`config.mk`:
```
export PLATFORM = sky130hd
export DESIGN_NAME = ims_master
export DESIGN_NICKNAME = d
export VERILOG_FILES = /design/src/rtl/ims_pkg.sv /design/src/rtl/ims_master.sv /design/src/rtl/ims_sync.sv /design/src/rtl/ims_brg.sv
export SDC_FILE = /design/constraint.sdc
export NUM_CORES = 1
export LEC_CHECK = 0
export BUFFER_PORTS_ARGS = -buffer_cell sky130_fd_sc_hd__buf_2
export CAP_MARGIN = 20
export CORE_MARGIN = 5
export CORE_UTILIZATION = 40
export DETAILED_ROUTE_END_ITERATION = 12
export MAX_ROUTING_LAYER = met4
export PLACE_DENSITY = 0.6
export SLEW_MARGIN = 20
export SYNTH_ARGS = -nofsm -noshare
export SYNTH_HDL_FRONTEND = slang
export SYNTH_SLANG_ARGS = --single-unit
```
`constraint.sdc`:
```
create_clock -name clock -period 8 [get_ports clock]
set_input_delay 1.6 -clock clock [delete_from_list [all_inputs] [get_ports clock]]
set_output_delay 1.6 -clock clock [all_outputs]
set_load 0.05 [all_outputs]
```
`src/rtl/ims_pkg.sv`:
```
// Purpose: Constants, register map and state codes of the I2C master sequencer
// Assumes: Classic Wishbone slave, 32-bit data, one word per register
// Notes:   Register field lists below
package ims_pkg;
   localparam logic [4:0] IMS_ADR_CTRL   = 5'h00;
   localparam logic [4:0] IMS_ADR_STAT   = 5'h04;
   localparam logic [4:0] IMS_ADR_BUF    = 5'h08;
   localparam logic [4:0] IMS_ADR_RELOAD = 5'h0C;
   // Control register fields
   localparam int IMS_C_START = 0;
   localparam int IMS_C_RESTART = 1;
   localparam int IMS_C_STOP = 2;
   localparam int IMS_C_RECV = 3;
   localparam int IMS_C_ACKSEQ = 4;
   localparam int IMS_C_ACKDATA = 5;
   // Status register fields
   localparam int IMS_S_EVENT = 0;
   localparam int IMS_S_COLL = 1;
   localparam int IMS_S_WRITE_COLLISION_FLAG = 2;
   localparam int IMS_S_ROV = 3;
   localparam int IMS_S_STARTDET = 4;
   localparam int IMS_S_STOPDET = 5;
   localparam int IMS_S_BFULL = 6;
   localparam int IMS_S_SLAVE_ACK_STATUS = 7;
   localparam logic [7:0] IMS_RELOAD_RST = 8'h04;
   localparam logic [3:0] IMS_LAST_BIT = 4'h7;
   localparam logic [3:0] IMS_ACK_BIT = 4'h8;
   typedef enum logic [22:0] {
      IMS_IDLE   = 23'h00_0001,
      IMS_S_CHK  = 23'h00_0002,
      IMS_S_HOLD = 23'h00_0004,
      IMS_R_LOW  = 23'h00_0008,
      IMS_R_SDA  = 23'h00_0010,
      IMS_R_SCLH = 23'h00_0020,
      IMS_R_HIGH = 23'h00_0040,
      IMS_R_SDAL = 23'h00_0080,
      IMS_T_LOW  = 23'h00_0100,
      IMS_T_SCLH = 23'h00_0200,
      IMS_T_HIGH = 23'h00_0400,
      IMS_V_LOW  = 23'h00_0800,
      IMS_V_SCLH = 23'h00_1000,
      IMS_V_HIGH = 23'h00_2000,
      IMS_A_LOW  = 23'h00_4000,
      IMS_A_SCLH = 23'h00_8000,
      IMS_A_HIGH = 23'h01_0000,
      IMS_P_SDAL = 23'h02_0000,
      IMS_P_LOW  = 23'h04_0000,
      IMS_P_SCLH = 23'h08_0000,
      IMS_P_HIGH = 23'h10_0000,
      IMS_P_SDAH = 23'h20_0000,
      IMS_P_END  = 23'h40_0000
   } ims_state_t;
endpackage : ims_pkg

```
`src/rtl/ims_master.sv`:
```
// Purpose: I2C master sequencer with a Wishbone register port
// Assumes: Open-drain pins, enable high pulls the line low
// Notes:   Sequences are strictly one at a time; nothing is queued
//
// Local design decisions: register access over Wishbone and the register addresses.
`timescale 1ns/10ps
`default_nettype none
module ims_master
   import ims_pkg::*;
(
   input  wire logic        clock,
   input  wire logic        rstn,
   input  wire logic        wb_cyc_i,
   input  wire logic        wb_stb_i,
   input  wire logic        wb_we_i,
   input  wire logic [4:0]  wb_adr_i,
   input  wire logic [3:0]  wb_sel_i,
   input  wire logic [31:0] wb_dat_i,
   output logic      [31:0] wb_dat_o,
   output logic             wb_ack_o,
   input  wire logic        scl_i,
   output logic             scl_o,
   output logic             scl_oe,
   input  wire logic        sda_i,
   output logic             sda_o,
   output logic             sda_oe
);
   ////////////////////////////////////////////////////////////////////////////
   // Line sampling and rate generator
   logic [1:0] lines;
   logic       scl_s;
   logic       sda_s;
   logic       tick;
   logic       brg_en;
   ims_state_t state_r;
   ims_state_t state_nxt;
   logic [7:0] reload_r;
   logic [7:0] reload_nxt;

   ims_sync u_sync (
      .clock (clock),
      .rstn  (rstn),
      .d_in  ({scl_i, sda_i}),
      .q_out (lines)
   );
   assign scl_s = lines[1];
   assign sda_s = lines[0];

   // Generator runs only in timed phases; wait phases hold it at reload
   assign brg_en = (state_r == IMS_S_CHK) || (state_r == IMS_S_HOLD)
                || (state_r == IMS_R_SDA) || (state_r == IMS_R_HIGH)
                || (state_r == IMS_R_SDAL) || (state_r == IMS_T_LOW)
                || (state_r == IMS_T_HIGH) || (state_r == IMS_V_LOW)
                || (state_r == IMS_V_HIGH) || (state_r == IMS_A_LOW)
                || (state_r == IMS_A_HIGH) || (state_r == IMS_P_LOW)
                || (state_r == IMS_P_HIGH) || (state_r == IMS_P_END);

   ims_brg u_brg (
      .clock  (clock),
      .rstn   (rstn),
      .en     (brg_en),
      .reload (reload_r),
      .tick   (tick)
   );

   ////////////////////////////////////////////////////////////////////////////
   // Bus slave decode
   logic        acc;
   logic        wr;
   logic        rd;
   logic        ack_r;
   logic        ack_nxt;
   logic [31:0] dat_r;
   logic [31:0] dat_nxt;
   logic        busy;
   logic [5:0]  ctrl_rd;
   logic [7:0]  stat_rd;

   // Access completes at the edge where ack is high
   assign acc = wb_cyc_i && wb_stb_i && ack_r;
   assign wr  = acc && wb_we_i && wb_sel_i[0];
   assign rd  = acc && !wb_we_i;

   ////////////////////////////////////////////////////////////////////////////
   // Sequencer state
   logic [5:0] ctrl_r;
   logic [5:0] ctrl_nxt;
   logic [5:0] flag_r;
   logic [5:0] flag_nxt;
   logic [5:0] flag_set;
   logic [7:0] xbuf_r;
   logic [7:0] xbuf_nxt;
   logic [7:0] sreg_r;
   logic [7:0] sreg_nxt;
   logic [3:0] bit_r;
   logic [3:0] bit_nxt;
   logic       bf_r;
   logic       bf_nxt;
   logic       ackst_r;
   logic       ackst_nxt;
   logic       scl_drv_r;
   logic       scl_drv_nxt;
   logic       sda_drv_r;
   logic       sda_drv_nxt;

   assign busy = (state_r != IMS_IDLE) || (ctrl_r[IMS_C_ACKSEQ:IMS_C_START] != 5'h00);
   assign ctrl_rd = ctrl_r;
   assign stat_rd = {ackst_r, bf_r, flag_r};

   always_comb begin
      state_nxt   = state_r;
      ctrl_nxt    = ctrl_r;
      flag_set    = 6'h00;
      xbuf_nxt    = xbuf_r;
      sreg_nxt    = sreg_r;
      bit_nxt     = bit_r;
      bf_nxt      = bf_r;
      ackst_nxt   = ackst_r;
      scl_drv_nxt = scl_drv_r;
      sda_drv_nxt = sda_drv_r;
      reload_nxt  = reload_r;

      // Register writes
      if (wr && wb_adr_i == IMS_ADR_RELOAD) begin
         reload_nxt = wb_dat_i[7:0];
      end
      if (wr && wb_adr_i == IMS_ADR_CTRL) begin
         ctrl_nxt[IMS_C_ACKDATA] = wb_dat_i[IMS_C_ACKDATA];
         if (!busy) begin
            ctrl_nxt[IMS_C_ACKSEQ:IMS_C_START] = wb_dat_i[IMS_C_ACKSEQ:IMS_C_START];
         end
      end
      if (rd && wb_adr_i == IMS_ADR_BUF && !busy) begin
         bf_nxt = 1'b0;
      end
      if (wr && wb_adr_i == IMS_ADR_BUF && busy) begin
         flag_set[IMS_S_WRITE_COLLISION_FLAG] = 1'b1;
      end

      case (state_r)
         IMS_IDLE: begin
            if (wr && wb_adr_i == IMS_ADR_BUF) begin
               if (!busy) begin
                  xbuf_nxt    = wb_dat_i[7:0];
                  sreg_nxt    = wb_dat_i[7:0];
                  bf_nxt      = 1'b1;
                  bit_nxt     = 4'h0;
                  scl_drv_nxt = 1'b1;
                  state_nxt   = IMS_T_LOW;
               end
            end else if (ctrl_r[IMS_C_START]) begin
               if (scl_s && sda_s) begin
                  state_nxt = IMS_S_CHK;
               end else begin
                  flag_set[IMS_S_COLL]  = 1'b1;
                  ctrl_nxt[IMS_C_START] = 1'b0;
               end
            end else if (ctrl_r[IMS_C_RESTART]) begin
               scl_drv_nxt = 1'b1;
               state_nxt   = IMS_R_LOW;
            end else if (ctrl_r[IMS_C_STOP]) begin
               scl_drv_nxt = 1'b1;
               sda_drv_nxt = 1'b1;
               state_nxt   = IMS_P_SDAL;
            end else if (ctrl_r[IMS_C_ACKSEQ]) begin
               scl_drv_nxt = 1'b1;
               state_nxt   = IMS_A_LOW;
            end else if (ctrl_r[IMS_C_RECV]) begin
               scl_drv_nxt = 1'b1;
               sda_drv_nxt = 1'b0;
               bit_nxt     = 4'h0;
               state_nxt   = IMS_V_LOW;
            end
         end
         IMS_S_CHK: begin
            if (!scl_s || !sda_s) begin
               flag_set[IMS_S_COLL]  = 1'b1;
               ctrl_nxt[IMS_C_START] = 1'b0;
               state_nxt             = IMS_IDLE;
            end else if (tick) begin
               sda_drv_nxt               = 1'b1;
               flag_set[IMS_S_STARTDET]  = 1'b1;
               state_nxt                 = IMS_S_HOLD;
            end
         end
         IMS_S_HOLD: begin
            if (tick) begin
               ctrl_nxt[IMS_C_START] = 1'b0;
               flag_set[IMS_S_EVENT] = 1'b1;
               state_nxt             = IMS_IDLE;
            end
         end
         IMS_R_LOW: begin
            if (!scl_s) begin
               sda_drv_nxt = 1'b0;
               state_nxt   = IMS_R_SDA;
            end
         end
         IMS_R_SDA: begin
            if (tick) begin
               if (sda_s) begin
                  scl_drv_nxt = 1'b0;
                  state_nxt   = IMS_R_SCLH;
               end else begin
                  flag_set[IMS_S_COLL] = 1'b1;
                  scl_drv_nxt          = 1'b0;
                  ctrl_nxt             = ctrl_r & 6'h20;
                  state_nxt            = IMS_IDLE;
               end
            end
         end
         IMS_R_SCLH: begin
            if (scl_s) begin
               if (!sda_s) begin
                  flag_set[IMS_S_COLL] = 1'b1;
                  ctrl_nxt             = ctrl_r & 6'h20;
                  state_nxt            = IMS_IDLE;
               end else begin
                  state_nxt = IMS_R_HIGH;
               end
            end
         end
         IMS_R_HIGH: begin
            if (!scl_s) begin
               flag_set[IMS_S_COLL] = 1'b1;
               ctrl_nxt             = ctrl_r & 6'h20;
               state_nxt            = IMS_IDLE;
            end else if (tick) begin
               sda_drv_nxt = 1'b1;
               state_nxt   = IMS_R_SDAL;
            end
         end
         IMS_R_SDAL: begin
            if (scl_s && !sda_s) begin
               flag_set[IMS_S_STARTDET] = 1'b1;
            end
            if (tick) begin
               scl_drv_nxt             = 1'b1;
               ctrl_nxt[IMS_C_RESTART] = 1'b0;
               flag_set[IMS_S_EVENT]   = 1'b1;
               state_nxt               = IMS_IDLE;
            end
         end
         IMS_T_LOW: begin
            // Data moves one clock after SCL is pulled low
            sda_drv_nxt = (bit_r == IMS_ACK_BIT) ? 1'b0 : !sreg_r[7];
            if (tick) begin
               scl_drv_nxt = 1'b0;
               state_nxt   = IMS_T_SCLH;
            end
         end
         IMS_T_SCLH: begin
            if (scl_s) begin
               if (bit_r == IMS_ACK_BIT) begin
                  ackst_nxt = sda_s;
               end
               state_nxt = IMS_T_HIGH;
            end
         end
         IMS_T_HIGH: begin
            if (tick) begin
               scl_drv_nxt = 1'b1;
               if (bit_r == IMS_ACK_BIT) begin
                  flag_set[IMS_S_EVENT] = 1'b1;
                  state_nxt             = IMS_IDLE;
               end else begin
                  if (bit_r == IMS_LAST_BIT) begin
                     bf_nxt = 1'b0;
                  end
                  sreg_nxt  = {sreg_r[6:0], 1'b0};
                  bit_nxt   = bit_r + 4'h1;
                  state_nxt = IMS_T_LOW;
               end
            end
         end
         IMS_V_LOW: begin
            if (tick) begin
               scl_drv_nxt = 1'b0;
               state_nxt   = IMS_V_SCLH;
            end
         end
         IMS_V_SCLH: begin
            if (scl_s) begin
               state_nxt = IMS_V_HIGH;
            end
         end
         IMS_V_HIGH: begin
            if (tick) begin
               scl_drv_nxt = 1'b1;
               sreg_nxt    = {sreg_r[6:0], sda_s};
               if (bit_r == IMS_LAST_BIT) begin
                  ctrl_nxt[IMS_C_RECV]  = 1'b0;
                  xbuf_nxt              = {sreg_r[6:0], sda_s};
                  bf_nxt                = 1'b1;
                  flag_set[IMS_S_EVENT] = 1'b1;
                  flag_set[IMS_S_ROV]   = bf_r;
                  state_nxt             = IMS_IDLE;
               end else begin
                  bit_nxt   = bit_r + 4'h1;
                  state_nxt = IMS_V_LOW;
               end
            end
         end
         IMS_A_LOW: begin
            sda_drv_nxt = !ctrl_r[IMS_C_ACKDATA];
            if (tick) begin
               scl_drv_nxt = 1'b0;
               state_nxt   = IMS_A_SCLH;
            end
         end
         IMS_A_SCLH: begin
            if (scl_s) begin
               state_nxt = IMS_A_HIGH;
            end
         end
         IMS_A_HIGH: begin
            if (tick) begin
               scl_drv_nxt            = 1'b1;
               ctrl_nxt[IMS_C_ACKSEQ] = 1'b0;
               flag_set[IMS_S_EVENT]  = 1'b1;
               state_nxt              = IMS_IDLE;
            end
         end
         IMS_P_SDAL: begin
            if (!sda_s) begin
               state_nxt = IMS_P_LOW;
            end
         end
         IMS_P_LOW: begin
            if (tick) begin
               scl_drv_nxt = 1'b0;
               state_nxt   = IMS_P_SCLH;
            end
         end
         IMS_P_SCLH: begin
            if (scl_s) begin
               state_nxt = IMS_P_HIGH;
            end
         end
         IMS_P_HIGH: begin
            if (tick) begin
               sda_drv_nxt = 1'b0;
               state_nxt   = IMS_P_SDAH;
            end
         end
         IMS_P_SDAH: begin
            if (sda_s && scl_s) begin
               flag_set[IMS_S_STOPDET] = 1'b1;
               state_nxt               = IMS_P_END;
            end
         end
         IMS_P_END: begin
            if (tick) begin
               ctrl_nxt[IMS_C_STOP]  = 1'b0;
               flag_set[IMS_S_EVENT] = 1'b1;
               state_nxt             = IMS_IDLE;
            end
         end
         default: begin
            state_nxt   = IMS_IDLE;
            scl_drv_nxt = 1'b0;
            sda_drv_nxt = 1'b0;
         end
      endcase

      // Any bus collision lets both lines go; a write collision leaves them as they are
      if (flag_set[IMS_S_COLL]) begin
         scl_drv_nxt = 1'b0;
         sda_drv_nxt = 1'b0;
      end

      // Write-one-to-clear; a set in the same cycle wins
      flag_nxt = flag_r;
      if (wr && wb_adr_i == IMS_ADR_STAT) begin
         flag_nxt = flag_r & ~wb_dat_i[5:0];
      end
      flag_nxt = flag_nxt | flag_set;
   end

   always_ff @(posedge clock or negedge rstn) begin
      if (!rstn) begin
         state_r   <= IMS_IDLE;
         ctrl_r    <= 6'h00;
         flag_r    <= 6'h00;
         xbuf_r    <= 8'h00;
         sreg_r    <= 8'h00;
         bit_r     <= 4'h0;
         bf_r      <= 1'b0;
         ackst_r   <= 1'b0;
         scl_drv_r <= 1'b0;
         sda_drv_r <= 1'b0;
         reload_r  <= IMS_RELOAD_RST;
      end else begin
         state_r   <= state_nxt;
         ctrl_r    <= ctrl_nxt;
         flag_r    <= flag_nxt;
         xbuf_r    <= xbuf_nxt;
         sreg_r    <= sreg_nxt;
         bit_r     <= bit_nxt;
         bf_r      <= bf_nxt;
         ackst_r   <= ackst_nxt;
         scl_drv_r <= scl_drv_nxt;
         sda_drv_r <= sda_drv_nxt;
         reload_r  <= reload_nxt;
      end
   end

   ////////////////////////////////////////////////////////////////////////////
   // Bus answer: one wait state, read data registered with ack
   always_comb begin
      ack_nxt = wb_cyc_i && wb_stb_i && !ack_r;
      dat_nxt = 32'h0000_0000;
      if (ack_nxt && !wb_we_i) begin
         case (wb_adr_i)
            IMS_ADR_CTRL:   dat_nxt = {26'h000_0000, ctrl_rd};
            IMS_ADR_STAT:   dat_nxt = {24'h00_0000, stat_rd};
            IMS_ADR_BUF:    dat_nxt = {24'h00_0000, xbuf_r};
            IMS_ADR_RELOAD: dat_nxt = {24'h00_0000, reload_r};
            default:        dat_nxt = 32'h0000_0000;
         endcase
      end
   end

   always_ff @(posedge clock or negedge rstn) begin
      if (!rstn) begin
         ack_r <= 1'b0;
         dat_r <= 32'h0000_0000;
      end else begin
         ack_r <= ack_nxt;
         dat_r <= dat_nxt;
      end
   end

   assign wb_ack_o = ack_r;
   assign wb_dat_o = dat_r;
   assign scl_o    = 1'b0;
   assign sda_o    = 1'b0;
   assign scl_oe   = scl_drv_r;
   assign sda_oe   = sda_drv_r;
endmodule : ims_master
`default_nettype wire

```
`src/rtl/ims_sync.sv`:
```
// Purpose: Two-stage synchroniser for the sampled bus lines
// Assumes: Inputs are asynchronous pin levels
// Notes:   First stage feeds only the second
`timescale 1ns/10ps
`default_nettype none
module ims_sync (
   input  wire logic       clock,
   input  wire logic       rstn,
   input  wire logic [1:0] d_in,
   output logic      [1:0] q_out
);
   logic [1:0] meta_r;
   logic [1:0] q_r;
   always_ff @(posedge clock or negedge rstn) begin
      if (!rstn) begin
         meta_r <= 2'h3;
         q_r    <= 2'h3;
      end else begin
         meta_r <= d_in;
         q_r    <= meta_r;
      end
   end
   assign q_out = q_r;
endmodule : ims_sync
`default_nettype wire

```
`src/rtl/ims_brg.sv`:
```
// Purpose: Reloadable rate generator, one tick per period
// Assumes: Period is reload plus one clocks
// Notes:   Held at reload while disabled, so enabling starts a fresh period
`timescale 1ns/10ps
`default_nettype none
module ims_brg (
   input  wire logic       clock,
   input  wire logic       rstn,
   input  wire logic       en,
   input  wire logic [7:0] reload,
   output logic            tick
);
   import ims_pkg::*;
   logic [7:0] cnt_r;
   logic [7:0] cnt_nxt;
   always_comb begin
      if (!en || cnt_r == 8'h00) begin
         cnt_nxt = reload;
      end else begin
         cnt_nxt = cnt_r - 8'h01;
      end
   end
   always_ff @(posedge clock or negedge rstn) begin
      if (!rstn) begin
         cnt_r <= IMS_RELOAD_RST;
      end else begin
         cnt_r <= cnt_nxt;
      end
   end
   assign tick = en && (cnt_r == 8'h00);
endmodule : ims_brg
`default_nettype wire

```
## Word-level counts from Yosys, hierarchy flattened

Cells that the tools add are included.
Widths: inputs -> output; s select.

| word-level totals | value |
|---|---|
| flip-flop bits (word level) | 112 |
| bits of input ports | 48 |
| output and inout port bits | 37 |

| cells by class | value |
|---|---|
| add/subtract/negate cells | 2 |
| equality and inequality tests | 78 |
| multiplexer cells | 138 |
| bitwise operators | 3 |
| reductions and logical operators | 58 |

Operator list:

| operator | count |
|---|---|
| $mux 23 | 29 |
| $pmux 23 s20 | 1 |
| $mux 8 | 9 |
| $mux 1 | 61 |
| $mux 4 | 11 |
| $mux 6 | 7 |
| $ne 3x3->1 const B | 13 |
| $pmux 8 s4 | 1 |
| $ne 2x2->1 const B | 15 |
| $pmux 8 s3 | 1 |
| $eq 23x1->1 const B | 1 |
| $eq 23x10->1 const B | 1 |
| $eq 23x11->1 const B | 1 |
| $eq 23x12->1 const B | 1 |
| $eq 23x13->1 const B | 1 |
| $eq 23x14->1 const B | 1 |
| $eq 23x15->1 const B | 1 |
| $eq 23x16->1 const B | 1 |
| $eq 23x17->1 const B | 1 |
| $eq 23x18->1 const B | 1 |
| $eq 23x19->1 const B | 1 |
| $eq 23x2->1 const B | 1 |
| $eq 23x20->1 const B | 1 |
| $eq 23x21->1 const B | 1 |
| other kinds (54) | 117 |

## Longest topological paths before layout

Gate-level depths: netlist of the first run.

| depth | value |
|---|---|
| word-level depth | 19 |
| gate-level depth with buffers | 12 |
| mapped depth without buffers | 8 |

## Hierarchy

From an unflattened synthesis of the first run, not the netlist that was laid out.

| unflattened totals | value |
|---|---|
| cells, all modules | 592 |
| area, all modules | 5611.6 um^2 |

By module, submodules not included:

| module | instances | cells each | area each (um^2) | sequential area each (um^2) |
|---|---|---|---|---|
| ims_master | 1 | 539 | 4997.3 | 1904.3 |
| ims_brg | 1 | 49 | 509.2 | 201.4 |
| ims_sync | 1 | 4 | 105.1 | 105.1 |

## Least setup slack after synthesis of the first run

OpenSTA, ideal clock, no wires.

| timing path | value |
|---|---|
| path type | input-to-reg |
| start | input port wb_adr_i[1] |
| end | register state_r[19] |
| arrival | 4.132 ns |
| path slack | 3.742 ns |
| stages | 7 |
| buffers on the path | 1 |
| cell sequence | or4b_1 nor4b_1 a211oi_1 a211oi_1 a2111oi_4 buf_6 mux2_4 |

| between the ends | value |
|---|---|
| cells in the longest elaborated chain, start to end | 4 |
| elaborated cells between the ends (all ways) | 8 |

Ends and longest elaborated chain:

| item | line | RTL |
|---|---|---|
| start: declaration | ims_master.sv:16 | `input wire logic [4:0] wb_adr_i,` |
| $eq 5x4->1 (*) | ims_master.sv:142 | `if (wr && wb_adr_i == IMS_ADR_BUF) begin` |
| $logic_and 1x1->1 (*) | ims_master.sv:142 |  |
| $ne 7x7->1 (no source line), or another cell as far along | -- |  |
| $reduce_and 22->1 (no source line) or $pmux 23 s20 (tied branches) | -- |  |
| end signal: assignment | ims_master.sv:394 | `state_r <= state_nxt;` |
| end: declaration | ims_master.sv:35 | `ims_state_t state_r;` |

Every way passes the cells marked *; elsewhere a longest branch is shown, timed or not.
A chain may end at the register's enable or synchronous reset.

## Worst setup path in the final report of the first run

| timing path | value |
|---|---|
| start | register state_r[16] |
| end | register state_r[11] |

| between the ends | value |
|---|---|
| cells in the longest elaborated chain, start to end | 17 |
| elaborated cells between the ends (all ways) | 64 |

Ends and longest elaborated chain:

| item | line | RTL |
|---|---|---|
| $eq 23x2->1 or $eq 23x3->1 (tied branches) | ims_master.sv:50, ims_master.sv:140 |  |
| $logic_or 1x1->1 | ims_master.sv:50 | `assign brg_en = (state_r == IMS_S_CHK) \|\| (state_r == IMS_S_HOLD)` |
| $logic_or 1x1->1 (2 in a row) | ims_master.sv:51 | `\|\| (state_r == IMS_R_SDA) \|\| (state_r == IMS_R_HIGH)` |
| $logic_or 1x1->1 (2 in a row) | ims_master.sv:52 | `\|\| (state_r == IMS_R_SDAL) \|\| (state_r == IMS_T_LOW)` |
| $logic_or 1x1->1 (2 in a row) | ims_master.sv:53 | `\|\| (state_r == IMS_T_HIGH) \|\| (state_r == IMS_V_LOW)` |
| $logic_or 1x1->1 (2 in a row) | ims_master.sv:54 | `\|\| (state_r == IMS_V_HIGH) \|\| (state_r == IMS_A_LOW)` |
| $logic_or 1x1->1 (2 in a row) | ims_master.sv:55 | `\|\| (state_r == IMS_A_HIGH) \|\| (state_r == IMS_P_LOW)` |
| $logic_or 1x1->1 (2 in a row) | ims_master.sv:56 | `\|\| (state_r == IMS_P_HIGH) \|\| (state_r == IMS_P_END);` |
| $logic_and 1x1->1 | ims_brg.sv:30 | `assign tick = en && (cnt_r == 8'h00);` |
| $ne 3x3->1 (no source line), or another cell as far along | -- |  |
| $reduce_and 22->1 (no source line) | -- |  |

Parallel ways exist; a longest one is shown, timed or not.

==> metrics.md, run 1 <==
| Metric | Value |
|---|---|
| Status | `finished clean` |
| Via density | `5.86` |
| Slowest stage cell, crit path | `nor4_1` |
| CP bufs+invs | `1` |
| Cts hold-fix bufs | `0` |
| Worst Max-Slew Pin Slew | `913 ps` |
| Worst min path class | `reg -> reg` |
| DR pass1 iterations | `5` |
| Cells after Synth | `558` |
| Clock latency on the worst-skew pair | `between 300 and 400 ps` |
| Max Freq | `257 MHz` |
| DR iter-0 viols | `~500` |
| PwrDens | `296 nW/um^2` |
| Peak supply drop | `approximately 0.12 mV` |
| Crit Path Category | `reg -> reg` |
| I/O pins | `85` |
| Number of antenna diodes | `0` |
| Layout cells sized above 1 | `18.5%` |
| CP arrival | `about 4000 ps` |
| Core area | `12700 sq um` |
| Area Growth Syn to Fin | `10.1%` |
| TritonCTS clock tree | `built` |
| Worst slew margin | `38.7%` |
| # setup viols final | `0` |
| Initial antenna violation count | `0` |
| Multi-input gate area | `2770 sq um` |
| Setup TNS Final | `0 ps` |
| Detail Route Antenna Nets | `0` |
| First-pass GRT wire length | `23900 microns` |
| Max_cap viols | `0` |
| Cell Area, Synth | `5250 sq um` |
| Final Instance Area | `5780 sq um` |
| Final hold violations | `0` |
| CP delay by family, top | `simple AND/OR/NAND/NOR gates` |
| H-tree Lvls | `3` |
| Post-CTS setup buffer count | `0` |
| DR DRC count | `0` |
| DR vias | `4438` |
| Final wirelength | `approximately 15000 microns` |
| Seq/Total Area, Yosys | `42.1%` |
| WL per Instance | `between 15 and 20 microns` |
| RSZ-0062 raised after global routing | `false` |
| Largest net degree at the start of global routing | `66` |
| Seq cells post-synth | `a little under 90` |
| Routability cong. | `about 0.99` |
| Fillers | `~1200` |
| Primary FF master, synth | `dfrtp_1` |
| CP cell instances | `nor4_1 > nand3_1 > nor3_2 > or4b_1 > o31ai_4 > a2111oi_4 > buf_4 > mux2_2` |
| Die Width | `125 microns` |
| Worst EP required | `8230 ps` |
| Dpl cell area | `around 5500 sq um` |
| CTS resizes | `0` |
| Dpl hpwl | `11000 microns` |
| Initial Util | `between 40% and 50%` |
| IO Port Bufs | `31` |
| Number of synthesized flops with an enable pin | `0` |
| Max-slew violations | `0` |
| Full die area | `~16000 sq um` |
| GR Util All Layers | `roughly a fifth` |
| CP max FO | `13` |
| CP startpoint kind | `flop` |
| Worst-path clk slew | `60 ps` |
| Row cnt | `41` |
| CTS Buf Count | `9` |
| Lkg Pwr | `2.68 nW` |
| CTS sink count | `88` |
| Peak per-stage delay on the critical path | `between 600 and 700 ps` |
| Root buffer cell | `clkbuf_16` |
| Async SR Flop Fraction | `100%` |
| Post-synth cell types | `71` |
| Deepest clock path buffer count | `2` |
| Nets@finish | `631` |
| Die height | `125 microns` |
| Total gr overflow | `0` |
| Min cycle time layout | `just under 4000 ps` |
| FF-to-FF setup slack | `~4100 ps` |
| Crit end category | `flop` |
| Register Area | `2210 sq um` |
| Fin crit share | `48.6%` |
| Clk_skew | `7.75 ps` |
| Vias in the first global route | `between 4000 and 5000` |
| Avg Inst Size Synth | `between 9 and 10 sq um` |
| Synth Warn # | `0` |
[cell usage in the layout, fill, tap and decap left out, types with 9 or more instances in the layout]
cell type / synthesis / routed
a21oi_1: 20 / 20
a31oi_1: 11 / 11
buf_2: 4 / 30
buf_4: 26 / 10
clkbuf_16: 0 / 9
conb_1: 1 / 26
dfrtp_1: 81 / 81
inv_1: 14 / 14
mux2_2: 17 / 17
mux2i_1: 11 / 11
nand2_1: 68 / 68
nand3_1: 16 / 16
nor2_1: 39 / 39
nor2b_1: 10 / 10
nor3_1: 23 / 22
nor4_1: 16 / 15
o21ai_0: 30 / 30
or4_1: 10 / 10
[registers in the layout (all words and copies together), names as in the netlist, 4 cells and up]
signal,flops
bit_r,4
wb_dat_o,8
flag_r,6
ctrl_r,6
state_r,23
xbuf_r,8
sreg_r,8
reload_r,8
u_brg.cnt_r,8
[cells by family (layout without fill, tap and decap cells)]
family	count (synthesis)	after routing	synth area share, %
simple gates	246	246	25.3
other cells	1	26	0.0714
xor+xnor	7	7	1.17
flops	88	88	42.1
mux	37	37	9.17
buf+inv	68	70	7.10
compound gates	108	108	14.4
fa+ha+maj	3	3	0.715
[final cells by class]
cell class	count	area share (%)
multi-input cells	427	47.9
inverters	14	0.909
clock inverters	6	1.17
flip-flops and latches	88	38.2
repair buffers	40	3.89
well taps	172	3.72
clock buffers	10	4.13
[metrics by stage]
step                util (%)  setup WS (ps)  cells  hold WS [ps]  power, mW
finish                  45.5           4120    757           357       1.71
floorplan                  -           3740    583           345       1.06
CTS                     45.4           4010    757           358       1.71
detailed placement      43.0           3820    741           349       1.26
global route            45.5           3850    757           366       1.81
global placement        43.0           3820    741           346       1.26
[metal layers]
layer / routed length (microns) / up-vias / global-route usage, %
met1: 6540 / 2140 / 27.2
met4: 378 / 0 / 8.64
met2: 6670 / 209 / 28.4
met5: 0 / - / -
met3: 1110 / 31 / 3.82
li1: - / 2058 / -
[cells in the mapped netlist, types with 3 or more instances]
cell | count | area, sq um
nor2b_1 | 10 | 62.6
nand3b_1 | 4 | 30.0
and3_1 | 6 | 37.5
mux4_2 | 6 | 135
nor4_1 | 16 | 100
dfstp_2 | 7 | 184
nand2_1 | 68 | 255
buf_4 | 26 | 195
xnor2_1 | 5 | 43.8
ha_1 | 3 | 37.5
inv_1 | 14 | 52.6
mux2i_1 | 11 | 110
o22ai_1 | 4 | 25.0
a22oi_1 | 4 | 30.0
o21ai_0 | 30 | 150
mux2_4 | 3 | 45.0
nand4_1 | 8 | 50.1
nand2b_1 | 5 | 31.3
nand3_1 | 16 | 80.1
a31oi_1 | 11 | 68.8
buf_2 | 4 | 20.0
mux2_2 | 17 | 191
dfrtp_1 | 81 | 2030
clkbuf_1 | 20 | 75.1
or2_2 | 5 | 31.3
nor2_1 | 39 | 146
o2bb2ai_1 | 5 | 43.8
and2_1 | 3 | 18.8
or4_1 | 10 | 75.1
nor3_1 | 23 | 115
a22o_1 | 4 | 35.0
o31ai_1 | 4 | 30.0
or3_1 | 7 | 43.8
nor4b_1 | 8 | 70.1
a21oi_1 | 20 | 100
[power by group]
part           switching (mW)  total (mW)  internal, mW  leakage, nW
clock network           0.186       0.439         0.252        0.150
registers              0.0495       0.550         0.501         1.17
logic                   0.482       0.722         0.241         1.36
total                   0.718        1.71         0.994         2.68
[worst paths after layout]
kind,startpoint,endpoint,cells after the start
setup / recovery,state_r[16],state_r[11],8
hold / removal,u_sync.meta_r[0],u_sync.q_out[0],0
setup reg to reg,state_r[16],state_r[11],8
hold reg to reg,u_sync.meta_r[0],u_sync.q_out[0],0
max in group asynchronous,rstn,wb_dat_o[5],2
min in group asynchronous,rstn,scl_oe,1
Power figures use the tool's default switching activity.
==> run 2, diff against run 1 <==
- clock period: 8 -> 3.8 ns (I/O delays scaled with it)
==> metrics.md, run 2 (same netlist as run 1, synthesis figures left out) <==
| Metric | Value |
|---|---|
| Detail Route Antenna Nets | `0` |
| Max_cap viols | `0` |
| Status | `finished clean` |
| Clk_skew | `10.4 ps` |
| WL per Instance | `just under 20 microns` |
| H-tree Lvls | `3` |
| Die Width | `approximately 120 microns` |
| Worst-path clk slew | `roughly 70 ps` |
| Via density | `5.80` |
| Total power | `3.65 mW` |
| Worst slew margin | `39.8%` |
| Crit path to | `state_r[11]` |
| Layout cells sized above 1 | `20.3%` |
| CP arrival | `3710 ps` |
| Peak per-stage delay on the critical path | `around 610 ps` |
| Largest Register | `state_r` |
| CP cell instances | `or4_1 > nor3_1 > and3_1 > or4b_1 > buf_4 > nand4bb_1 > a2111oi_4 > buf_12 > mux2_2` |
| Vias in the first global route | `about 4500` |
| Deepest clock path buffer count | `2` |
| # setup viols final | `0` |
| Crit Path Category | `reg -> reg` |
| CP max FO | `13` |
| DR vias | `approximately 4500` |
| Fin crit share | `between 90 and 100%` |
| Reg-to-Reg End | `state_r[11]` |
| DR iter-0 viols | `~390` |
| Die height | `roughly 120 microns` |
| Full die area | `15500 sq um` |
| Initial Util | `41.3%` |
| Max-slew violations | `0` |
| TritonCTS clock tree | `built` |
| Total gr overflow | `0` |
| Nets@finish | `between 600 and 700` |
| CTS sink count | `88` |
| Hold Path Stages | `0` |
| Worst EP required | `4020 ps` |
| Crit path from | `state_r[0]` |
| Max Freq | `287 MHz` |
| CTS Buf Count | `9` |
| Worst min path class | `reg -> reg` |
| Setup TNS Final | `0 ps` |
| Final setup margin | `around 320 ps` |
| Crit end category | `flop` |
| Most frequent cells in the layout | `dfrtp_1, nand2_1, nor2_1` |
| Root buffer cell | `clkbuf_16` |
| Initial antenna violation count | `0` |
| IO Port Bufs | `31` |
| Area Growth Syn to Fin | `12.1%` |
| Min cycle time layout | `3480 ps` |
| Peak supply drop | `around 0.26 mV` |
| Largest net degree at the start of global routing | `61` |
| Lkg Pwr | `2.74 nW` |
| Worst Max-Slew Pin Slew | `897 ps` |
| Most common cell after layout, fill and taps aside | `dfrtp_1` |
| Core area | `between 10000 and 15000 sq um` |
| RSZ-0062 raised after global routing | `false` |
| Slowest stage cell, crit path | `or4b_1` |
| GR Util All Layers | `19.8%` |
| DR DRC count | `0` |
| Max reg flops | `23` |
| Routability cong. | `about 0.96` |
| I/O pins | `85` |
| Final wirelength | `between 10000 and 15000 microns` |
| Pre-CTS setup slack | `376 ps` |
| Critical R2R Launch | `state_r[0]` |
| Row cnt | `41` |
| First-pass GRT wire length | `24200 microns` |
| R2r worst-path depth | `9` |
| Number of antenna diodes | `0` |
| Final hold violations | `0` |
| PwrDens | `619 nW/um^2` |
| Dpl hpwl | `11300 microns` |
| CTS resizes | `0` |
| FF-to-FF setup slack | `320 ps` |
| Cts hold-fix bufs | `0` |
| CP startpoint kind | `flop` |
| Clock latency on the worst-skew pair | `350 ps` |
| Post-CTS setup buffer count | `0` |
| DR pass1 iterations | `5` |
[run 2: changes by cell type in the layout (fill, tap and decap cells not counted), sizes merged]
cell and change:
buf +16, inv +2, clkinv -2, clkinvlp +1, bufinv -1
[run 2: how the worst min path moves through the flow]
stage	from	to	slack (ps)
finish	u_sync.meta_r[0]	u_sync.q_out[0]	360
global route	u_sync.meta_r[0]	u_sync.q_out[0]	360
CTS	u_sync.meta_r[0]	u_sync.q_out[0]	360
detailed placement	u_sync.meta_r[0]	u_sync.q_out[0]	350
global placement	u_sync.meta_r[0]	u_sync.q_out[0]	350
floorplan	u_sync.meta_r[0]	u_sync.q_out[0]	350
[run 2: through the flow]
stage	instances	utilization [%]	hold WS (ps)	cell area, sq um
after detailed placement	757	44.0	348	5600
after global routing	773	46.3	360	5890
after CTS	773	46.3	357	5890
after floorplan	583	-	345	5350
final	773	46.3	356	5890
after global placement	757	44.0	346	5600
[run 2: where the power goes]
part | switching (mW) | internal, mW
Combinational | 1.04 | 0.571
Sequential | 0.105 | 1.05
Clock | 0.403 | 0.470
[run 2: worst max-delay path, delay by kind of cell, from the launching register on]
kind / cells / cell delay (ps)
DFF: 1 / 560
muxes: 1 / 350
buffers and inverters: 2 / 410
and+or+nand+nor: 5 / 1490
AOI/OAI and AO/OA: 1 / 530
[run 2: cell type report]
class / count / area, sq um
sequential: 88 / 2210
clock buffer: 10 / 239
inverter: 14 / 52.6
fill: 1250 / 6840
clock inverter: 6 / 50.0
tap: 172 / 215
multi-input combinational: 427 / 2760
timing repair buffer: 56 / 358
[run 2: per-layer routing]
metal | vias to the layer above | share of wire [%] | track usage (%)
met1 | 2178 | 44 | 27.3
met4 | 0 | 2.0 | 6.06
met2 | 190 | 47 | 30.3
li1 | 2093 | - | -
met5 | - | 0 | -
met3 | 24 | 7.2 | 2.79
==> run 3, diff against run 2 <==
- PLACE_DENSITY: 0.6 -> unset
- PLACE_DENSITY_LB_ADDON: unset -> 0.25
==> metrics.md, run 3 (same netlist as run 1, synthesis figures left out) <==
| Metric | Value |
|---|---|
| Status | `finished clean` |
| Fillers | `1241` |
| DR pass1 iterations | `5` |
| Initial antenna violation count | `0` |
| Worst EP required | `4030 ps` |
| Final setup margin | `325 ps` |
| Placed Cells | `756` |
| Crit path to | `state_r[15]` |
| Met3 usage | `3.95%` |
| CTS Buf Count | `9` |
| Routability cong. | `approximately 0.94` |
| Dpl hpwl | `roughly 11000 microns` |
| Row cnt | `41` |
| GRT busiest layer | `met2` |
| Setup TNS Final | `0 ps` |
| Worst slew margin | `between 20% and 30%` |
| Reg-to-Reg End | `state_r[15]` |
| Max Freq | `288 MHz` |
| Crit path from | `state_r[6]` |
| Max-slew violations | `0` |
| GR Util All Layers | `19.6%` |
| First-pass GRT wire length | `23900 microns` |
| Area Growth Syn to Fin | `12.0%` |
| Final wirelength | `14900 microns` |
| CP arrival | `3700 ps` |
| RSZ-0062 raised after global routing | `false` |
| CP startpoint kind | `flop` |
| Pre-CTS setup slack | `357 ps` |
| Largest net degree at the start of global routing | `49` |
| Die Width | `125 microns` |
| Crit end category | `flop` |
| R2r worst-path depth | `8` |
| Largest Register | `state_r` |
| Critical R2R Launch | `state_r[6]` |
| CTS sink count | `88` |
| DR iter-0 viols | `around 440` |
| Lkg Pwr | `2.73 nW` |
| Most common cell after layout, fill and taps aside | `dfrtp_1` |
| WL per Instance | `19.3 microns` |
| Detail Route Antenna Nets | `0` |
| Core area | `about 13000 sq um` |
| H-tree Lvls | `3` |
| Crit Path Category | `reg -> reg` |
| Die height | `125 microns` |
| Final cell count without fillers | `772` |
| Nets@finish | `646` |
| Final core occ | `46.2%` |
| Max_cap viols | `0` |
| Fin crit share | `91.4%` |
| Deepest clock path buffer count | `2` |
| Layout cells sized above 1 | `20.2%` |
| Most frequent cells in the layout | `dfrtp_1, nand2_1, nor2_1` |
| PwrDens | `617 nW/um^2` |
| Number of antenna diodes | `0` |
| Met1 Usage GRT | `27.4%` |
| DR vias | `4539` |
| # setup viols final | `0` |
| CP max FO | `13` |
| GR Util met2 | `29.0%` |
| Clock latency on the worst-skew pair | `340 ps` |
| Final hold violations | `0` |
| CTS resizes | `0` |
| DR DRC count | `0` |
| Peak supply drop | `0.325 mV` |
| Full die area | `around 16000 sq um` |
| Max reg flops | `23` |
| Via density | `5.88` |
| Worst min path class | `reg -> reg` |
| WHS | `357 ps` |
| TritonCTS clock tree | `built` |
| FF-to-FF setup slack | `about 320 ps` |
| I/O pins | `85` |
| Post-CTS setup buffer count | `0` |
| Worst-path clk slew | `70 ps` |
| IO Port Bufs | `31` |
| Vias in the first global route | `4266` |
| Clk_skew | `9.09 ps` |
| Min cycle time layout | `3480 ps` |
| Cts hold-fix bufs | `0` |
| Total gr overflow | `0` |
| Worst Max-Slew Pin Slew | `1050 ps` |
| Root buffer cell | `clkbuf_16` |
| Hold Path Stages | `0` |
| Initial Util | `41.3%` |
[run 3: cell types whose count changed in the layout (fill, tap and decap cells not counted)]
| cell | previous run | this run |
|---|---|---|
| buf_4 | 25 | 24 |
| inv_8 | 0 | 1 |
| clkinvlp_4 | 2 | 3 |
| inv_6 | 3 | 2 |
| clkinv_4 | 1 | 0 |
[run 3: worst min path at each step]
stage	start	to	slack, ps
6_report	u_sync.meta_r[0]	u_sync.q_out[0]	360
5_1_grt	u_sync.meta_r[0]	u_sync.q_out[0]	360
4_1_cts	u_sync.meta_r[0]	u_sync.q_out[0]	360
3_5_place_dp	u_sync.meta_r[1]	u_sync.q_out[1]	350
3_3_place_gp	u_sync.meta_r[0]	u_sync.q_out[0]	350
2_1_floorplan	u_sync.meta_r[0]	u_sync.q_out[0]	350
[run 3: metrics by stage]
stage          cell area, sq um  power, mW
6_report                   5880       3.63
5_1_grt                    5880       3.82
4_1_cts                    5880       3.62
3_5_place_dp               5590       2.74
3_3_place_gp               5590       2.74
2_1_floorplan              5350       2.24
[run 3: layer usage]
layer	share of wire, %	vias to the layer above
li1	-	2086
met5	0	-
met3	7.8	24
met1	45	2233
met4	2.0	0
met2	45	196
[run 3: final cells by class]
class	instances	area, sq um	area share [%]
clock buffers	10	239	4.06
repair buffers	55	350	5.96
inverters	14	52.6	0.894
well taps	172	215	3.66
clock inverters	6	51.3	0.872
multi-input cells	427	2760	47.0
flip-flops and latches	88	2210	37.6
[run 3: worst max-delay path: stages, from the launching register on]
cell and delay (ps):
dfrtp_1 430, or4_1 680, or4_1 600, o2bb2a_4 300, nand4_4 170, o31ai_4 150, a2111oi_4 470, buf_12 210
mux2_2 340
[run 3: power by group]
part / internal [mW] / switching, mW / total [mW]
clock network: 0.470 / 0.397 / 0.867
logic: 0.563 / 1.04 / 1.60
registers: 1.05 / 0.102 / 1.16
